`config.mk`:
```
export PLATFORM = sky130hd
export DESIGN_NAME = hfc_framer
export DESIGN_NICKNAME = d
export VERILOG_FILES = /design/src/verilog/hfc_pkg.sv /design/src/verilog/hfc_crc16.sv /design/src/verilog/hfc_framer.sv
export SDC_FILE = /design/constraint.sdc
export NUM_CORES = 1
export LEC_CHECK = 0
export BUFFER_PORTS_ARGS = -buffer_cell sky130_fd_sc_hd__buf_4
export CORE_ASPECT_RATIO = 1.4
export CORE_UTILIZATION = 50
export DETAILED_ROUTE_END_ITERATION = 16
export GPL_TIMING_DRIVEN = 0
export HOLD_SLACK_MARGIN = 0.1
export MAX_ROUTING_LAYER = met4
export PLACE_DENSITY = 0.73
export REMOVE_ABC_BUFFERS = 1
export SLEW_MARGIN = 20
export SYNTH_ARGS = -nofsm -noshare
export SYNTH_HDL_FRONTEND = slang
export SYNTH_HIERARCHICAL = 1
export SYNTH_SLANG_ARGS = --single-unit
```
`constraint.sdc`:
```
create_clock -name core_clk_i -period 3 [get_ports core_clk_i]
set_input_delay 0.15 -clock core_clk_i [delete_from_list [all_inputs] [get_ports core_clk_i]]
set_output_delay 0.15 -clock core_clk_i [all_outputs]
set_load 0.005 [all_outputs]
```
`src/verilog/hfc_pkg.sv`:
```
// Purpose: Shared constants for the frame transmit-control and receive-status block.
// Assumes: Registers sit behind a plain address/strobe port with 2-bit word addresses.
// Notes:   Serial bits go out least significant bit first; the check sequence is the reflected 16-bit CRC.
package hfc_pkg;

  // Register offsets.
  localparam logic [1:0]  ADDR_TX_CTRL  = 2'h0;
  localparam logic [1:0]  ADDR_RX_STAT  = 2'h1;
  localparam logic [1:0]  ADDR_LINE_CFG = 2'h2;

  // Transmit control bits.
  localparam int          TC_CLOSE_ON_UNDERRUN = 0;
  localparam int          TC_REQUEST_TO_SEND   = 1;
  localparam int          TC_DATA_INVERT       = 2;
  localparam int          TC_FRAME_CLOSE       = 3;
  localparam int          TC_ABORT_FLAG        = 4;
  localparam int          TC_IDLE_FILL         = 5;
  localparam int          TC_FAR_LOOP_TEST     = 6;
  localparam int          TC_NEAR_LOOP_TEST    = 7;
  localparam logic [7:0]  TX_CTRL_RESET        = 8'h20;

  // Receive status bits.
  localparam int          RS_QUEUE_STATE_LOW   = 0;
  localparam int          RS_QUEUE_STATE_HIGH  = 1;
  localparam int          RS_PARTIAL_BYTE      = 2;
  localparam int          RS_CRC_FAILED        = 3;
  localparam int          RS_CRC_PASSED        = 4;
  localparam int          RS_IDLE              = 5;
  localparam int          RS_ABORT             = 6;
  localparam int          RS_LOST_STATUS       = 7;
  localparam logic [7:0]  RX_STAT_RESET        = 8'h00;

  // Line configuration bits.
  localparam int          LC_HANDSHAKE_ENABLE  = 0;
  localparam int          LC_AUTO_CLEAR        = 1;
  localparam logic [1:0]  LINE_CFG_RESET       = 2'h0;

  // Queue state encodings.
  localparam logic [1:0]  QS_EMPTY             = 2'h0;
  localparam logic [1:0]  QS_ONE               = 2'h1;
  localparam logic [1:0]  QS_OVERRUN           = 2'h2;
  localparam logic [1:0]  QS_TWO_OR_MORE       = 2'h3;

  // Line octets, sent least significant bit first.
  localparam logic [7:0]  FLAG_OCTET           = 8'h7e;
  localparam logic [7:0]  IDLE_OCTET           = 8'hff;
  localparam logic [7:0]  ABORT_OCTET          = 8'hfe;

  // Line counts.
  localparam logic [3:0]  IDLE_ONES            = 4'hf;
  localparam logic [3:0]  FLAG_ONES            = 4'h6;
  localparam logic [3:0]  STUFF_ONES           = 4'h5;
  localparam logic [2:0]  TX_STUFF_ONES        = 3'h5;
  localparam logic [3:0]  OCTET_LAST           = 4'h7;
  localparam logic [3:0]  CRC_LAST             = 4'hf;
  localparam logic [2:0]  RX_DELAY_BITS        = 3'h7;
  localparam logic [1:0]  ABORT_MIN_BYTES      = 2'h3;
  localparam logic [2:0]  STATUS_MAX_LEFT      = 3'h2;

  // Check sequence.
  localparam logic [15:0] CRC_INIT             = 16'hffff;
  localparam logic [15:0] CRC_POLY             = 16'h8408;
  localparam logic [15:0] CRC_RESIDUE          = 16'hf0b8;

  typedef enum logic [2:0] {
    TX_FILL,
    TX_OPEN,
    TX_DATA,
    TX_CRC,
    TX_CLOSE,
    TX_ABORT
  } hfc_tx_state_t;

endpackage

```
`src/verilog/hfc_crc16.sv`:
```
// Purpose: Bit-serial reflected 16-bit CRC used by both directions of the framer.
// Assumes: One data bit per enable, least significant bit first.
// Notes:   Init wins over enable so a frame start never folds in a stale bit.
`timescale 1ns/1ps
module hfc_crc16 (
  // Clock and reset
  input  wire logic        core_clk_i,
  input  wire logic        rst_i,
  // Control
  input  wire logic        init_i,
  input  wire logic        en_i,
  input  wire logic        bit_i,
  // Result
  output logic [15:0]      crc_o
);

  logic [15:0] crc_q;

  always_ff @(posedge core_clk_i) begin
    if (rst_i || init_i) begin
      crc_q <= hfc_pkg::CRC_INIT;
    end else if (en_i) begin
      if (crc_q[0] ^ bit_i) begin
        crc_q <= (crc_q >> 1) ^ hfc_pkg::CRC_POLY;
      end else begin
        crc_q <= crc_q >> 1;
      end
    end
  end

  assign crc_o = crc_q;

endmodule

```
`src/verilog/hfc_framer.sv`:
```
// Purpose: Transmit control and receive status of a bit-oriented synchronous frame formatter.
// Assumes: Byte queues live outside; the transmit clock pin is sampled by the core clock.
// Notes:   Transmit bits change on the falling line clock edge, received bits are taken on the rising edge.
// How it works
// - Close-on-underrun ends frame with CRC and flag.
// - Request-to-send bit drives pin under handshake enable.
// - Invert bit inverts receive stream, and transmit stream outside far loop.
// - Frame close ends frame; CRC unless abort.
// - Frame close sticks; hardware clears after last byte.
// - Abort bit aborts frame; hardware clears at start.
// - Idle bit with empty queue sends all ones.
// - Every reset sets the idle-fill bit.
// - Idle bit clear sends flags between frames.
// - Far loop retransmits every received bit.
// - Near loop routes transmitted bits to receiver.
// - Status bits 1:0 encode receive queue state.
// - Partial byte flag on non-octet frame length.
// - CRC failed flag when two bytes remain.
// - CRC passed flag when two bytes remain.
// - Idle flag after fifteen consecutive ones.
// - Abort flag after three or more bytes.
// - Lost flag when status changes before read.
// - Status read clears frame-end interrupt, overrun.
`timescale 1ns/1ps
module hfc_framer (
  // Clock and reset
  input  wire logic        core_clk_i,
  input  wire logic        rst_i,
  // Register port
  input  wire logic [1:0]  reg_addr_i,
  input  wire logic [7:0]  reg_wdata_i,
  input  wire logic        reg_wr_i,
  input  wire logic        reg_rd_i,
  output logic [7:0]       reg_rdata_o,
  // Transmit queue
  input  wire logic [7:0]  tx_data_i,
  input  wire logic        tx_valid_i,
  output logic             tx_take_o,
  // Receive queue
  output logic [7:0]       rx_data_o,
  output logic             rx_push_o,
  input  wire logic [2:0]  rx_count_i,
  input  wire logic        rx_overrun_i,
  // Serial line
  input  wire logic        transmit_clock_i,
  input  wire logic        rxd_i,
  output logic             txd_o,
  output logic             rts_o,
  output logic             receive_frame_end_irq_o
);

  // Control registers.
  logic [7:0]  tc_q;
  logic [1:0]  cfg_q;
  logic        fc_clr;
  logic        abt_clr;
  logic        frame_done;

  // Line synchronisers and edges.
  logic        transmit_clock_s1_q;
  logic        transmit_clock_s2_q;
  logic        transmit_clock_d_q;
  logic        rxd_s1_q;
  logic        rxd_s2_q;
  logic        tx_edge;
  logic        rx_edge;

  // Transmit state.
  hfc_pkg::hfc_tx_state_t st_q;
  hfc_pkg::hfc_tx_state_t st_d;
  logic [15:0] sh_q;
  logic [3:0]  cnt_q;
  logic [3:0]  last_q;
  logic [2:0]  ones_q;
  logic        stuff;
  logic        byte_end;
  logic        abort_now;
  logic [15:0] tx_crc;
  logic [15:0] tx_crc_nx;
  logic        line_q;

  // Receive state.
  logic        rx_bit;
  logic [3:0]  rones_q;
  logic        in_frame_q;
  logic [6:0]  dly_q;
  logic [2:0]  dcnt_q;
  logic [7:0]  rsh_q;
  logic [2:0]  rbit_q;
  logic [1:0]  rbytes_q;
  logic        release_en;
  logic        release_bit;
  logic        rx_init;
  logic [15:0] rx_crc;
  logic        fe_ev_q;
  logic        fe_good_q;
  logic        fe_part_q;
  logic        idle_ev_q;
  logic        abort_ev_q;

  // Status.
  logic        fpend_q;
  logic        fgood_q;
  logic        part_q;
  logic        bad_q;
  logic        good_q;
  logic        idle_q;
  logic        abort_q;
  logic        lost_q;
  logic        ovr_q;
  logic        unread_q;
  logic        stat_rd;
  logic        any_ev;
  logic        fstat_set;
  logic [1:0]  qstate;
  logic [7:0]  stat_word;

  function automatic logic wr_hit(input logic [1:0] a);
    wr_hit = reg_wr_i && (reg_addr_i == a);
  endfunction

  // Line clock and data pass two flops before anything looks at them.
  always_ff @(posedge core_clk_i) begin
    if (rst_i) begin
      transmit_clock_s1_q <= 1'b0;
      transmit_clock_s2_q <= 1'b0;
      transmit_clock_d_q  <= 1'b0;
      rxd_s1_q  <= 1'b1;
      rxd_s2_q  <= 1'b1;
    end else begin
      transmit_clock_s1_q <= transmit_clock_i;
      transmit_clock_s2_q <= transmit_clock_s1_q;
      transmit_clock_d_q  <= transmit_clock_s2_q;
      rxd_s1_q  <= rxd_i;
      rxd_s2_q  <= rxd_s1_q;
    end
  end

  assign tx_edge = transmit_clock_d_q && !transmit_clock_s2_q;
  assign rx_edge = !transmit_clock_d_q && transmit_clock_s2_q;

  // Frame close and abort can only be set by software; hardware clear loses to a same-cycle set.
  always_ff @(posedge core_clk_i) begin
    if (rst_i) begin
      tc_q <= hfc_pkg::TX_CTRL_RESET;
    end else begin
      if (wr_hit(hfc_pkg::ADDR_TX_CTRL)) begin
        tc_q[hfc_pkg::TC_CLOSE_ON_UNDERRUN] <= reg_wdata_i[hfc_pkg::TC_CLOSE_ON_UNDERRUN];
        tc_q[hfc_pkg::TC_REQUEST_TO_SEND]   <= reg_wdata_i[hfc_pkg::TC_REQUEST_TO_SEND];
        tc_q[hfc_pkg::TC_DATA_INVERT]       <= reg_wdata_i[hfc_pkg::TC_DATA_INVERT];
        tc_q[hfc_pkg::TC_IDLE_FILL]         <= reg_wdata_i[hfc_pkg::TC_IDLE_FILL];
        tc_q[hfc_pkg::TC_FAR_LOOP_TEST]     <= reg_wdata_i[hfc_pkg::TC_FAR_LOOP_TEST];
        tc_q[hfc_pkg::TC_NEAR_LOOP_TEST]    <= reg_wdata_i[hfc_pkg::TC_NEAR_LOOP_TEST];
      end
      if (wr_hit(hfc_pkg::ADDR_TX_CTRL) && reg_wdata_i[hfc_pkg::TC_FRAME_CLOSE]) begin
        tc_q[hfc_pkg::TC_FRAME_CLOSE] <= 1'b1;
      end else if (fc_clr) begin
        tc_q[hfc_pkg::TC_FRAME_CLOSE] <= 1'b0;
      end
      if (wr_hit(hfc_pkg::ADDR_TX_CTRL) && reg_wdata_i[hfc_pkg::TC_ABORT_FLAG]) begin
        tc_q[hfc_pkg::TC_ABORT_FLAG] <= 1'b1;
      end else if (abt_clr) begin
        tc_q[hfc_pkg::TC_ABORT_FLAG] <= 1'b0;
      end
      if (frame_done && cfg_q[hfc_pkg::LC_AUTO_CLEAR] && cfg_q[hfc_pkg::LC_HANDSHAKE_ENABLE]
          && !wr_hit(hfc_pkg::ADDR_TX_CTRL)) begin
        tc_q[hfc_pkg::TC_REQUEST_TO_SEND] <= 1'b0;
      end
    end
  end

  always_ff @(posedge core_clk_i) begin
    if (rst_i) begin
      cfg_q <= hfc_pkg::LINE_CFG_RESET;
    end else if (wr_hit(hfc_pkg::ADDR_LINE_CFG)) begin
      cfg_q <= reg_wdata_i[1:0];
    end
  end

  always_ff @(posedge core_clk_i) begin
    if (rst_i) begin
      rts_o <= 1'b0;
    end else begin
      rts_o <= cfg_q[hfc_pkg::LC_HANDSHAKE_ENABLE] && tc_q[hfc_pkg::TC_REQUEST_TO_SEND];
    end
  end

  // Transmit sequencing. Stuffed zeros do not advance the bit count.
  always_comb begin
    stuff      = ((st_q == hfc_pkg::TX_DATA) || (st_q == hfc_pkg::TX_CRC)
                 || ((st_q == hfc_pkg::TX_CLOSE) && (cnt_q == 4'h0))) && (ones_q == hfc_pkg::TX_STUFF_ONES);
    byte_end   = !stuff && (cnt_q == last_q);
    abort_now  = tc_q[hfc_pkg::TC_ABORT_FLAG] && ((st_q == hfc_pkg::TX_OPEN) || (st_q == hfc_pkg::TX_DATA)
                 || (st_q == hfc_pkg::TX_CRC));
    st_d       = st_q;
    fc_clr     = 1'b0;
    frame_done = 1'b0;
    if (abort_now) begin
      st_d = hfc_pkg::TX_ABORT;
    end else if (byte_end) begin
      case (st_q)
        hfc_pkg::TX_OPEN, hfc_pkg::TX_DATA: begin
          if (tx_valid_i) begin
            st_d = hfc_pkg::TX_DATA;
          end else if (tc_q[hfc_pkg::TC_CLOSE_ON_UNDERRUN]) begin
            st_d   = hfc_pkg::TX_CRC;
            fc_clr = 1'b1;
          end else if (tc_q[hfc_pkg::TC_FRAME_CLOSE]) begin
            st_d   = hfc_pkg::TX_CRC;
            fc_clr = 1'b1;
          end else begin
            st_d = hfc_pkg::TX_ABORT;
          end
        end
        hfc_pkg::TX_CRC: begin
          st_d = hfc_pkg::TX_CLOSE;
        end
        default: begin
          frame_done = (st_q == hfc_pkg::TX_CLOSE) || (st_q == hfc_pkg::TX_ABORT);
          if (tc_q[hfc_pkg::TC_ABORT_FLAG]) begin
            st_d = hfc_pkg::TX_ABORT;
          end else if (tx_valid_i) begin
            st_d = hfc_pkg::TX_OPEN;
          end else begin
            st_d = hfc_pkg::TX_FILL;
          end
        end
      endcase
    end
    fc_clr     = tx_edge && fc_clr;
    frame_done = tx_edge && frame_done;
    abt_clr    = tx_edge && (abort_now || byte_end) && (st_d == hfc_pkg::TX_ABORT)
                 && tc_q[hfc_pkg::TC_ABORT_FLAG];
  end

  always_ff @(posedge core_clk_i) begin
    if (rst_i) begin
      st_q      <= hfc_pkg::TX_FILL;
      sh_q      <= {8'h00, hfc_pkg::IDLE_OCTET};
      cnt_q     <= 4'h0;
      last_q    <= hfc_pkg::OCTET_LAST;
      ones_q    <= 3'h0;
      line_q    <= 1'b1;
      tx_take_o <= 1'b0;
    end else begin
      tx_take_o <= 1'b0;
      if (tx_edge) begin
        line_q <= stuff ? 1'b0 : sh_q[0];
        if (stuff) begin
          ones_q <= 3'h0;
        end else if ((st_q == hfc_pkg::TX_DATA || st_q == hfc_pkg::TX_CRC) && sh_q[0]) begin
          ones_q <= ones_q + 3'h1;
        end else begin
          ones_q <= 3'h0;
        end
        if (abort_now || byte_end) begin
          st_q   <= st_d;
          cnt_q  <= 4'h0;
          last_q <= (st_d == hfc_pkg::TX_CRC) ? hfc_pkg::CRC_LAST : hfc_pkg::OCTET_LAST;
          if (abort_now) begin
            ones_q <= 3'h0;
          end
          case (st_d)
            hfc_pkg::TX_FILL: begin
              sh_q <= {8'h00, tc_q[hfc_pkg::TC_IDLE_FILL] ? hfc_pkg::IDLE_OCTET : hfc_pkg::FLAG_OCTET};
            end
            hfc_pkg::TX_DATA: begin
              sh_q      <= {8'h00, tx_data_i};
              tx_take_o <= 1'b1;
            end
            hfc_pkg::TX_CRC: begin
              sh_q <= ~tx_crc_nx;
            end
            hfc_pkg::TX_ABORT: begin
              sh_q <= {8'h00, hfc_pkg::ABORT_OCTET};
            end
            default: begin
              sh_q <= {8'h00, hfc_pkg::FLAG_OCTET};
            end
          endcase
        end else if (!stuff) begin
          sh_q  <= sh_q >> 1;
          cnt_q <= cnt_q + 4'h1;
        end
      end
    end
  end

  hfc_crc16 u_tx_crc (
    .core_clk_i (core_clk_i),
    .rst_i      (rst_i),
    .init_i     (tx_edge && byte_end && !abort_now && st_d == hfc_pkg::TX_OPEN),
    .en_i       (tx_edge && !stuff && st_q == hfc_pkg::TX_DATA),
    .bit_i      (sh_q[0]),
    .crc_o      (tx_crc)
  );

  // The last data bit leaves on the edge that loads the check sequence, so it is folded in here.
  assign tx_crc_nx = (st_q != hfc_pkg::TX_DATA) ? tx_crc
                   : (tx_crc[0] ^ sh_q[0]) ? ((tx_crc >> 1) ^ hfc_pkg::CRC_POLY) : (tx_crc >> 1);

  // Far loop passes the raw line straight through, so its own inversion never applies twice.
  always_ff @(posedge core_clk_i) begin
    if (rst_i) begin
      txd_o <= 1'b1;
    end else if (tc_q[hfc_pkg::TC_FAR_LOOP_TEST]) begin
      txd_o <= rxd_s2_q;
    end else begin
      txd_o <= line_q ^ tc_q[hfc_pkg::TC_DATA_INVERT];
    end
  end

  assign rx_bit = (tc_q[hfc_pkg::TC_NEAR_LOOP_TEST] ? txd_o : rxd_s2_q) ^ tc_q[hfc_pkg::TC_DATA_INVERT];

  // Data bits wait seven places so a closing flag's leading bits never reach the queue.
  always_comb begin
    release_en  = 1'b0;
    release_bit = dly_q[6];
    rx_init     = rx_edge && !rx_bit && (rones_q == hfc_pkg::FLAG_ONES);
    if (rx_edge && in_frame_q && (dcnt_q == hfc_pkg::RX_DELAY_BITS)) begin
      release_en = rx_bit ? (rones_q < hfc_pkg::FLAG_ONES) : (rones_q < hfc_pkg::STUFF_ONES);
    end
  end

  always_ff @(posedge core_clk_i) begin
    if (rst_i) begin
      rones_q    <= 4'h0;
      in_frame_q <= 1'b0;
      dly_q      <= 7'h00;
      dcnt_q     <= 3'h0;
      rsh_q      <= 8'h00;
      rbit_q     <= 3'h0;
      rbytes_q   <= 2'h0;
      rx_data_o  <= 8'h00;
      rx_push_o  <= 1'b0;
      fe_ev_q    <= 1'b0;
      fe_good_q  <= 1'b0;
      fe_part_q  <= 1'b0;
      idle_ev_q  <= 1'b0;
      abort_ev_q <= 1'b0;
    end else begin
      rx_push_o  <= 1'b0;
      fe_ev_q    <= 1'b0;
      idle_ev_q  <= 1'b0;
      abort_ev_q <= 1'b0;
      if (rx_edge) begin
        if (rx_bit) begin
          if (rones_q != hfc_pkg::IDLE_ONES) begin
            rones_q <= rones_q + 4'h1;
          end
          if (rones_q == hfc_pkg::IDLE_ONES - 4'h1) begin
            idle_ev_q <= 1'b1;
          end
          if (rones_q == hfc_pkg::FLAG_ONES) begin
            in_frame_q <= 1'b0;
            abort_ev_q <= in_frame_q && (rbytes_q == hfc_pkg::ABORT_MIN_BYTES);
          end
        end else begin
          rones_q <= 4'h0;
        end
        if (rx_init) begin
          in_frame_q <= 1'b1;
          fe_ev_q    <= in_frame_q && (rbytes_q != 2'h0);
          fe_part_q  <= (rbit_q != 3'h0);
          fe_good_q  <= (rx_crc == hfc_pkg::CRC_RESIDUE);
          dcnt_q     <= 3'h0;
          rbit_q     <= 3'h0;
          rbytes_q   <= 2'h0;
        end else if (in_frame_q && (rx_bit ? rones_q < hfc_pkg::FLAG_ONES : rones_q < hfc_pkg::STUFF_ONES)) begin
          dly_q <= {dly_q[5:0], rx_bit};
          if (dcnt_q != hfc_pkg::RX_DELAY_BITS) begin
            dcnt_q <= dcnt_q + 3'h1;
          end
        end
        if (release_en) begin
          rsh_q  <= {release_bit, rsh_q[7:1]};
          rbit_q <= rbit_q + 3'h1;
          if (rbit_q == 3'h7) begin
            rx_data_o <= {release_bit, rsh_q[7:1]};
            rx_push_o <= 1'b1;
            if (rbytes_q != hfc_pkg::ABORT_MIN_BYTES) begin
              rbytes_q <= rbytes_q + 2'h1;
            end
          end
        end
      end
    end
  end

  hfc_crc16 u_rx_crc (
    .core_clk_i (core_clk_i),
    .rst_i      (rst_i),
    .init_i     (rx_init),
    .en_i       (release_en && !rx_init),
    .bit_i      (release_bit),
    .crc_o      (rx_crc)
  );

  // Receive status. Every sticky bit is cleared by a status read, but a same-cycle event wins.
  always_comb begin
    stat_rd   = reg_rd_i && (reg_addr_i == hfc_pkg::ADDR_RX_STAT);
    fstat_set = fpend_q && (rx_count_i <= hfc_pkg::STATUS_MAX_LEFT);
    any_ev    = fstat_set || idle_ev_q || abort_ev_q || rx_overrun_i;
    if (ovr_q) begin
      qstate = hfc_pkg::QS_OVERRUN;
    end else if (rx_count_i == 3'h0) begin
      qstate = hfc_pkg::QS_EMPTY;
    end else if (rx_count_i == 3'h1) begin
      qstate = hfc_pkg::QS_ONE;
    end else begin
      qstate = hfc_pkg::QS_TWO_OR_MORE;
    end
    stat_word = {lost_q, abort_q, idle_q, good_q, bad_q, part_q, qstate};
  end

  always_ff @(posedge core_clk_i) begin
    if (rst_i) begin
      fpend_q <= 1'b0;
      fgood_q <= 1'b0;
    end else if (fe_ev_q) begin
      fpend_q <= 1'b1;
      fgood_q <= fe_good_q;
    end else if (fstat_set) begin
      fpend_q <= 1'b0;
    end
  end

  always_ff @(posedge core_clk_i) begin
    if (rst_i) begin
      {lost_q, abort_q, idle_q, good_q, bad_q, part_q} <= hfc_pkg::RX_STAT_RESET[7:2];
      ovr_q    <= 1'b0;
      unread_q <= 1'b0;
    end else begin
      part_q   <= (fe_ev_q && fe_part_q) || (part_q && !stat_rd);
      bad_q    <= (fstat_set && !fgood_q) || (bad_q && !stat_rd);
      good_q   <= (fstat_set && fgood_q) || (good_q && !stat_rd);
      idle_q   <= idle_ev_q || (idle_q && !stat_rd);
      abort_q  <= abort_ev_q || (abort_q && !stat_rd);
      ovr_q    <= rx_overrun_i || (ovr_q && !stat_rd);
      lost_q   <= (any_ev && unread_q) || (lost_q && !stat_rd);
      unread_q <= any_ev || (unread_q && !stat_rd);
    end
  end

  always_ff @(posedge core_clk_i) begin
    if (rst_i) begin
      receive_frame_end_irq_o <= 1'b0;
    end else begin
      receive_frame_end_irq_o <= fstat_set || (receive_frame_end_irq_o && !stat_rd);
    end
  end

  // Transmit control is write-only, so it reads back as zero like any unmapped word.
  always_ff @(posedge core_clk_i) begin
    if (rst_i) begin
      reg_rdata_o <= 8'h00;
    end else if (stat_rd) begin
      reg_rdata_o <= stat_word;
    end else if (reg_rd_i && (reg_addr_i == hfc_pkg::ADDR_LINE_CFG)) begin
      reg_rdata_o <= {6'h00, cfg_q};
    end else begin
      reg_rdata_o <= 8'h00;
    end
  end

endmodule

```
==> results.md, run 1 <==
* Status: complete, no violations
* Share of flip-flops with an asynchronous set or reset at 0
* Largest net degree at the start of global routing at 100
* DRC at 0
* Hold violation count in the final report at 0
* Synth-to-Final Area Change at 20.4%
* Top_reg_cell synth: dfxtp_1
* GRT Resource Usage Total at 0.222
* Clock latency at the later pin of the worst-skew pair at between 0.4 and 0.5 ns
* Worst Path Buf+Inv at 0
* Setup-failing EPs final at 0
* Mean Syn Cell Area at 9.61 µm²
* Initial Utilization at 0.519
* Maxcap violations at 0
* Most frequent cells in the layout: dfxtp_1 (137), nor2_1 (78), mux2i_1 (73), nand2_1 (58), buf_4 (51)
* Initial DRT Pass Iterations at 5
* Standard-cell rows at 47
* First-pass GRT wire length at 21600 µm
* Post-synth EDFFs at 0
* Initial antenna violation count at 0
* Hold crit path type: in2reg
* CTS max path bufs at 2
* Total number of vias at 4807
* Synth Area in Adders at 0.0283
* Crit-path cells: and4b_1 -> or3_1 -> mux2i_4 -> nand2_2 -> nor3_1 -> nor2_4 -> o211ai_1
* Final WS setup at roughly 0.23 ns
* Mapped cell area at between 0.006 and 0.007 mm²
* Routability cong. at about 0.84
* Finished Cell Area at between 0.007 and 0.008 mm²
* Register-to-Register Path Depth at 7
* Worst VDD drop at around 0.33 mV
* Final HPWL DP at between 8000 and 9000 µm
* Routed WL at around 13000 µm
* Avg Vias per Cell at ~5.6
* Final max-slew violation count at 0
* Max transition margin at 0.305
* Vias in the first global route at just under 5000
* # H-tree levels at 4
* Fmax at between 300 and 400 MHz
* CTS sink count at around 140
* Synth Area in Simple Gates at 0.186
* Final worst-path cycle share at 0.923
* Die Span X at between 90 and 100 µm
* Reg2reg setup slack at 0.23 ns
* Mux share of post-synthesis cell area at 0.147
* Share of post-route cells with drive strength above 1 at 0.169
* Commonest non-fill, non-tap cell in the layout: dfxtp_1
* Hold EP: tc_q[1]
* R2R Path Start: st_q[1]
* Max incr delay on CP at ~0.58 ns
* Critical path class: reg2reg
* Total congestion overflow at 0
* Placed inst area at 0.00661 mm²
* Largest family of logic cells by synthesized area: simple AND/OR/NAND/NOR gates
* Worst Path Arrival at between 3 and 4 ns
* IO Pins at 50
* Startpoint types: flop
* Port-buffer cells at 49
* Synth Warn # at 6
* Postcts setup bufs at 0
* DP Worst Slack at -0.290 ns
* Core Util, Final at 0.624
* Slowest CP cell: dfxtp_1
* FILL cells at between 900 and 1000
* Synth Area in Compound Gates at 0.114
* Die height at between 100 and 150 µm
* Min Tclk post-route at 2.77 ns
* Multi-input gate area at around 0.0032 mm²
* CP Capture Type: flop
* Clk root buf: clkbuf_16
* Power per cell area at roughly 550 mW/mm²
* Register area at 0.00276 mm²
* Number of CTS-inserted buffers at 17
* XOR/XNOR share of the synthesized area at 0.0384
* Seq/Total Area, Yosys at 0.446
* LEAKAGE at 3.06 nW
* CP required at 3.34 ns
* Hold path cells at 4
* Antenna-violating nets left at 0
* Reg clk slew, reported paths at about 0.06 ns
* Die footprint at 0.0128 mm²
* CP max FO at 16
* #FFs+latches synth at between 100 and 150
* Core ar. at 0.0119 mm²
* RSZ-0062 raised after global routing: no
* Initial detailed-routing violation count at around 230
* Finished Layout Cells at ~860
* Nets at ~750
* Tightest Pin Transition at 1.04 ns
* Cells after Synth at 644
* DP Cell Count at 808
* Setup TNS at 0 ns
* Hold path start: reg_addr_i[1]
* Antenna Diode Count at 0
* CP top delay family: simple AND/OR/NAND/NOR gates
* Reg2reg end: u_tx_crc/crc_o[10]
* Wirelength per Cell at 15.5 µm
* CTS tree: yes
* Yosys cell types at 69
* Clk_skew at 0.00939 ns
==> routing by layer <==
layer / up-vias / part of all wire / wire [µm] / track usage
met5: - / 0 / 0 / -
met4: 0 / 0.017 / 229 / 0.0929
met3: 22 / 0.032 / 432 / 0.0531
met2: 92 / 0.55 / 7410 / 0.403
met1: 2316 / 0.40 / 5280 / 0.220
li1: 2377 / - / - / -
==> synthesized netlist by cell type (5+ instances only) <==
library cell / number / share of area
nor3b_1: 7 / 0.0085
xor2_1: 9 / 0.013
ha_1: 14 / 0.028
mux2i_1: 73 / 0.12
buf_4: 6 / 0.0073
clkbuf_1: 15 / 0.0091
buf_2: 12 / 0.0097
nor2_1: 81 / 0.049
nand2_1: 58 / 0.035
a21oi_1: 31 / 0.025
and2_1: 9 / 0.0091
nor4_1: 5 / 0.0051
nand2b_1: 15 / 0.015
a221oi_1: 9 / 0.013
o211ai_1: 8 / 0.0097
nand3_1: 9 / 0.0073
mux2_2: 9 / 0.016
xnor2_1: 6 / 0.0085
a22oi_1: 5 / 0.0061
nor2b_1: 7 / 0.0071
dfxtp_1: 138 / 0.45
o31ai_1: 7 / 0.0085
inv_1: 18 / 0.011
nor3_1: 16 / 0.013
o21ai_0: 11 / 0.0089
==> tightest hold or removal path: cells and delay by family <==
kind	cells	cell delay, ns
AND/OR/NAND/NOR	2	0.20
buffers and inverters	1	0.09
AO/OA/AOI/OAI	1	0.05
==> registers in the layout (all words and copies together) (netlist names), 4 cells and up <==
signal and cells:
cnt_q 4, u_rx_crc/crc_o 16, dly_q 7, rones_q 4, u_tx_crc/crc_o 16, rx_data_o 8
rsh_q 7, reg_rdata_o 8, sh_q 16, tc_q 8
==> area by class of cell <==
cell class	instances	area share
Tap cell	147	0.0247
Clock inverter	15	0.0208
Timing Repair Buffer	76	0.0845
Inverter	19	0.00957
Clock buffer	17	0.0571
Sequential cell	138	0.371
Multi-Input combinational cell	452	0.433
==> how the worst max path moves through the flow <==
stage	end	slack [ns]	start	cells past startpoint
after floorplan	u_tx_crc/crc_o[0]	-0.49	st_q[1]	4
after global placement	u_tx_crc/crc_o[15]	-1.35	st_q[1]	4
after detailed placement	u_tx_crc/crc_o[10]	-0.29	st_q[2]	7
after CTS	u_tx_crc/crc_o[10]	0.06	st_q[2]	7
after global routing	u_tx_crc/crc_o[10]	0.1	st_q[1]	7
final	u_tx_crc/crc_o[10]	0.23	st_q[1]	7
==> stage by stage <==
| stage | power, mW | hold slack (ns) |
|---|---|---|
| final | 4.08 | 0.121 |
| after global routing | 4.20 | 0.147 |
| after CTS | 4.10 | 0.126 |
| after detailed placement | 2.04 | 0.339 |
| after global placement | 2.04 | 0.341 |
| after floorplan | 1.97 | 0.219 |
==> timing repair <==
action / 4_1_cts / 5_1_grt
pin swaps: 0 / 0
hold endpoints to repair: 21 / 0
hold buffers: 23 / 0
setup endpoints to repair: 16 / 35
gates resized for setup: 1 / 5
==> where the power goes <==
part	switching [mW]	leakage (nW)	total (mW)	internal [mW]
combinational	0.0832	1.67	0.163	0.0797
sequential	0.0137	1.12	1.86	1.85
clock	0.874	0.279	2.05	1.17
==> logic make-up after synthesis <==
family | count (synthesis)
buffers and inverters | 54
multiplexers | 87
XOR/XNOR | 20
AO/OA/AOI/OAI | 96
adder cells (fa/ha/maj) | 14
flip-flops | 138
AND/OR/NAND/NOR | 235
Power figures use the tool's default switching activity.
==> inputs of run 2 (changes only) <==
- BUFFER_PORTS_ARGS: -buffer_cell sky130_fd_sc_hd__buf_4 -> -buffer_cell sky130_fd_sc_hd__buf_2
- REMOVE_ABC_BUFFERS: 1 -> unset
==> run 2 against run 1 <==
- sequential share of layout area increased by 0.28 points
- clock-buffer cell count increased by 2
- flip-flop and latch count unchanged
==> results.md, run 2 (synthesis gave the netlist of run 1 again) <==
* CP endpoint: u_tx_crc/crc_o[14]
* Die footprint at approximately 0.013 mm²
* Routed WL at 14100 µm
* Final HPWL DP at 10300 µm
* Initial DRT Pass Iterations at 4
* Number of cells on the critical path at 11
* Initial detailed-routing violation count at approximately 170
* Number of CTS-inserted buffers at 17
* Max transition margin at 0.407
* Worst Path Buf+Inv at 3
* Antenna Diode Count at 0
* Share of post-route cells with drive strength above 1 at 0.171
* CP required at 3.36 ns
* Setup-failing EPs final at 0
* Fmax at ~360 MHz
* CTS resizes at 0
* Initial antenna violation count at 0
* Tightest Pin Transition at about 0.89 ns
* CP Capture Type: flop
* Most frequent cells in the layout: dfxtp_1 (138), nor2_1 (81), mux2i_1 (73), buf_2 (61), nand2_1 (58)
* Setup TNS at 0 ns
* GRT Resource Usage Total at 0.241
* Largest net degree at the start of global routing at 17
* Vias in the first global route at 4915
* Status: complete, no violations
* DRC at 0
* Critical path class: reg2reg
* Startpoint types: flop
* # H-tree levels at 4
* Register-to-Register Path Depth at 11
* Min Tclk post-route at 2.79 ns
* Syn Nets at between 600 and 700
* Routability cong. at 0.868
* Total congestion overflow at 0
* CP top delay family: simple AND/OR/NAND/NOR gates
* Synth-to-Final Area Change at 19.4%
* Worst VDD drop at around 0.37 mV
* Avg Vias per Cell at about 5.6
* Die height at around 130 µm
* Wirelength per Cell at approximately 16 µm
* CP max FO at 10
* LEAKAGE at a little over 3 nW
* CTS tree: yes
* Slowest CP cell: nor3_1
* Reg2reg setup slack at ~0.21 ns
* Maxcap violations at 0
* Reg2reg end: u_tx_crc/crc_o[14]
* CTS sink count at around 140
* CTS max path bufs at 2
* Max incr delay on CP at about 0.40 ns
* Hold path start: tx_data_i[6]
* R2R Path Start: ones_q[1]
* Die Span X at roughly 96 µm
* Total number of vias at around 4900
* Antenna-violating nets left at 0
* Final max-slew violation count at 0
* Commonest non-fill, non-tap cell in the layout: dfxtp_1
* Clock latency at the later pin of the worst-skew pair at between 0.4 and 0.5 ns
* Crit-path cells: inv_1 -> ha_1 -> and4b_1 -> or3_1 -> buf_6 -> mux2i_4 -> nand2_2 -> nor3_1 -> nor2_1 -> buf_2 -> nand2_1
* RSZ-0062 raised after global routing: no
* Final worst-path cycle share at 0.930
* IO Pins at 50
* Worst Path Arrival at approximately 3.2 ns
* Power per cell area at between 500 and 600 mW/mm²
* Hold violation count in the final report at 0
* Clk root buf: clkbuf_16
* First-pass GRT wire length at 22900 µm
* Hold crit path type: in2reg
* Nets at roughly 770
* Initial Utilization at 0.519
* Reg clk slew, reported paths at approximately 0.06 ns
* Core Util, Final at 0.619
* Clk_skew at between 0.01 and 0.015 ns
* Core ar. at about 0.012 mm²
* Critical path launch point: ones_q[1]
* Port-buffer cells at between 40 and 50
* Standard-cell rows at 47
==> run 2: layout make-up <==
| cell class | count | area [µm²] |
|---|---|---|
| Clock inverter | 13 | 169 |
| Timing Repair Buffer | 66 | 415 |
| Fill cell | 1004 | 4550 |
| Clock buffer | 19 | 433 |
| Buffer | 35 | 176 |
| Sequential cell | 138 | 2760 |
| Multi-Input combinational cell | 452 | 3180 |
| Tap cell | 147 | 184 |
| Inverter | 19 | 71.3 |
==> run 2: how the worst min path moves through the flow <==
stage | slack, ns | to | cells after the start
2_1_floorplan | 0.25 | rxd_s1_q | 1
3_3_place_gp | 0.34 | rxd_s1_q | 2
3_5_place_dp | 0.34 | rxd_s1_q | 2
4_1_cts | 0.11 | sh_q[6] | 4
5_1_grt | 0.12 | sh_q[6] | 4
6_report | 0.11 | sh_q[6] | 4
==> run 2: per-stage QoR <==
| step | hold slack [ns] | power (mW) | setup slack [ns] | area (µm²) | std cells |
|---|---|---|---|---|---|
| after floorplan | 0.254 | 1.99 | 0.660 | 6190 | 644 |
| after global placement | 0.335 | 2.04 | 0.171 | 6620 | 840 |
| after detailed placement | 0.336 | 2.04 | 0.149 | 6620 | 840 |
| after CTS | 0.106 | 4.15 | 0.149 | 7390 | 889 |
| after global routing | 0.119 | 4.25 | 0.0314 | 7390 | 889 |
| final | 0.111 | 4.13 | 0.209 | 7390 | 889 |
==> run 2: layer usage <==
| metal | part of all wire | track usage | routed length (µm) |
|---|---|---|---|
| met5 | 0 | - | 0 |
| met4 | 0.024 | 0.102 | 340 |
| met3 | 0.030 | 0.0462 | 417 |
| met2 | 0.54 | 0.426 | 7650 |
| met1 | 0.40 | 0.256 | 5660 |
==> run 2: tightest hold or removal path, delay by kind of cell <==
| kind | cells | cell delay, ns |
|---|---|---|
| multiplexers | 1 | 0.14 |
| buffers and inverters | 1 | 0.08 |
| AO/OA/AOI/OAI | 1 | 0.07 |
| AND/OR/NAND/NOR | 1 | 0.06 |
==> run 2: power by group <==
group	switching [mW]	internal, mW
sequential	0.0123	1.85
combinational	0.0916	0.0671
clock	0.791	1.31
==> run 2: repair_timing <==
action                                  CTS  global route
endpoints found under the hold margin    27             0
buffers inserted                          0             0
hold buffers                             17             0
endpoints found under the setup margin    0             0
==> inputs of run 3 (changes only) <==
- PLACE_DENSITY: 0.73 -> 0.74
- SETUP_SLACK_MARGIN: unset -> 0.5
- SLEW_MARGIN: 20 -> unset
- SYNTH_HIERARCHICAL: 1 -> unset
==> run 3 against run 2 <==
- combinational power grew 4%
- clock-buffer cell count is the same
- total power shrank 0.55%
- largest cell class unchanged
- routed wire length grew 6.7%
- first-iteration DRC count grew 83%
- maximum frequency grew 17%
- clock power shrank 2%
- via count grew 6.9%
==> results.md, run 3 <==
* Top_reg_cell synth: dfxtp_1
* Final max-slew violation count at 0
* Min Tclk post-route at 2.38 ns
* Register-to-Register Path Depth at 7
* Reg2reg setup slack at a little over 0.6 ns
* Power per cell area at 559 mW/mm²
* Setup TNS at 0 ns
* CTS tree: yes
* Mean Syn Cell Area at 8.98 µm²
* Synth Warn # at 0
* Number of CTS-inserted buffers at 17
* Antenna Diode Count at 0
* Standard-cell rows at 46
* Routed WL at 15000 µm
* Total number of vias at between 5000 and 6000
* Status: complete, no violations
* Worst Path Buf+Inv at 1
* Vias in the first global route at 5285
* Total congestion overflow at 0
* Nets at about 810
* Post-synth EDFFs at 0
* Commonest non-fill, non-tap cell in the layout: dfxtp_1
* Share of post-route cells with drive strength above 1 at 0.153
* Initial DRT Pass Iterations at 5
* # H-tree levels at 4
* Yosys cell types at between 60 and 70
* Max incr delay on CP at roughly 0.40 ns
* Critical path launch point: tc_q[7]
* CP Capture Type: flop
* Core ar. at between 0.01 and 0.015 mm²
* Worst VDD drop at between 0.3 and 0.4 mV
* Crit-path cells: mux2i_1 -> xnor2_1 -> mux2_4 -> o2111ai_1 -> buf_2 -> mux2i_1 -> nor2_1
* R2R Path Start: tc_q[7]
* Initial detailed-routing violation count at 302
* Commonest cells post-synth: dfxtp_1 (138), nand2_1 (79), nor2_1 (62)
* Initial Utilization at 0.521
* Clock latency at the later pin of the worst-skew pair at 0.42 ns
* Largest net degree at the start of global routing at 17
* Setup-failing EPs final at 0
* Syn Nets at 708
* CP endpoint: rx_data_o[2]
* Wirelength per Cell at approximately 16 µm
* Hold crit path type: in2reg
* Top-area cell type share of the netlist area at 0.463
* Top-count cell post-synth: dfxtp_1
* Ranking of synthesized cells by area: dfxtp_1 (46%), mux2i_1 (6.2%), nand2_1 (5.0%), nor2_1 (3.9%), a21oi_1 (3.8%)
* Maxcap violations at 0
* Worst Path Arrival at ~2.7 ns
* LEAKAGE at 2.90 nW
* Most frequent cells in the layout: dfxtp_1 (138), nand2_1 (79), nor2_1 (61), buf_2 (56), a21oi_1 (45)
* Mapped cell area at around 0.0060 mm²
* Port-buffer cells at ~50
* CP most frequent cell: mux2i_1
* GRT Resource Usage Total at 0.261
* Clk root buf: clkbuf_16
* Avg Vias per Cell at 5.75
* Fmax at about 420 MHz
* DRC at 0
* Die Span X at roughly 94 µm
* Critical path class: reg2reg
* IO Pins at 50
* Final worst-path cycle share at 0.794
* Reg clk slew, reported paths at about 0.06 ns
* #FFs+latches synth at 138
* Cells after Synth at 665
* Slowest CP cell: o2111ai_1
* Number of cells on the critical path at 7
* Clk_skew at 0.00844 ns
* Hold violation count in the final report at 0
* Reg2reg end: rx_data_o[2]
* Die height at ~130 µm
* Final WS setup at between 0.6 and 0.7 ns
* Max transition margin at 0.529
* RSZ-0062 raised after global routing: no
* Tightest Pin Transition at about 0.70 ns
* CP top delay family: multiplexers
* Antenna-violating nets left at 0
* Synth-to-Final Area Change at 23.0%
* First-pass GRT wire length at around 24000 µm
* Most area-hungry cell type in the Yosys netlist: dfxtp_1
* DP Worst Slack at about 0.44 ns
* Startpoint types: flop
* Share of flip-flops with an asynchronous set or reset at 0
* CP max FO at 10
* CTS max path bufs at 2
* CTS sink count at roughly 140
* Routability cong. at about 0.85
* Initial antenna violation count at 0
* Final HPWL DP at between 10000 and 15000 µm
* Die footprint at approximately 0.012 mm²
* Seq/Total Area, Yosys at 0.463
* CP required at around 3.3 ns
==> run 3: cell types whose count changed in the layout (fill, tap and decap cells not counted), moves of 10 or more <==
cell           delta
nand2_1          +21
mux2i_1          -37
o21ai_0          +21
a221o_1          +17
nand3_1          +20
dlygate4sd3_1    +10
nor2_1           -20
a211oi_1         +10
a21oi_1          +14
==> run 3: kinds of logic after synthesis <==
| group | Yosys count | share of synthesized area |
|---|---|---|
| compound gates | 154 | 0.175 |
| xor+xnor | 13 | 0.0191 |
| fa+ha+maj | 15 | 0.0310 |
| buf+inv | 54 | 0.0394 |
| flops | 138 | 0.463 |
| mux | 39 | 0.0664 |
| simple gates | 252 | 0.206 |
==> run 3: area by class of cell <==
type | count | area (µm²)
buffer | 38 | 181
clock buffer | 19 | 433
clock inverter | 12 | 150
fill | 934 | 4110
inverter | 16 | 60.1
multi-input combinational | 473 | 3020
sequential | 138 | 2760
tap | 144 | 180
timing repair buffer | 80 | 558
==> run 3: worst register-to-register path, cell delays in order (launching register included) <==
cell       delay (ns)
dfxtp_1          0.36
mux2i_1          0.23
xnor2_1          0.22
mux2_4           0.37
o2111ai_1        0.40
buf_2            0.37
mux2i_1          0.25
nor2_1           0.05
==> run 3: worst min-delay path by stage <==
stage	slack, ns	cells past startpoint	end	start
detailed placement	0.35	2	rxd_s1_q	rxd_i
CTS	0.10	5	fpend_q	rx_count_i[2]
floorplan	0.25	1	rxd_s1_q	rxd_i
global placement	0.33	2	rxd_s1_q	rxd_i
finish	0.11	5	fpend_q	rx_count_i[2]
global route	0.15	5	fpend_q	rx_count_i[2]
==> run 3: repair_timing <==
item | CTS | global route
pin swaps | 0 | 3
hold endpoints to repair | 29 | 0
setup buffers | 0 | 4
setup endpoints to repair | 10 | 36
hold buffers | 27 | 0
resized for setup | 2 | 13
==> run 3: power by group <==
| part | switching [mW] | internal, mW | total (mW) |
|---|---|---|---|
| Clock | 0.776 | 1.30 | 2.07 |
| Combinational | 0.0935 | 0.0723 | 0.166 |
| Sequential | 0.0129 | 1.85 | 1.87 |
==> run 3: layer usage <==
layer  routed length, µm  global-route usage  up-vias
met3                 614              0.0619       40
met1                5860               0.271     2532
met5                   0                   -        -
met4                 427               0.109        0
met2                8110               0.459      142
li1                    -                   -     2574
==> run 3: stage by stage <==
stage	hold slack (ns)	cells	cell area [µm²]	util	total power, mW
finish	0.110	920	7340	0.641	4.11
global route	0.154	920	7340	0.641	4.22
CTS	0.102	916	7260	0.634	4.11
detailed placement	0.351	858	6390	0.558	2.04
global placement	0.331	858	6390	0.558	2.03
floorplan	0.254	665	5970	-	1.98
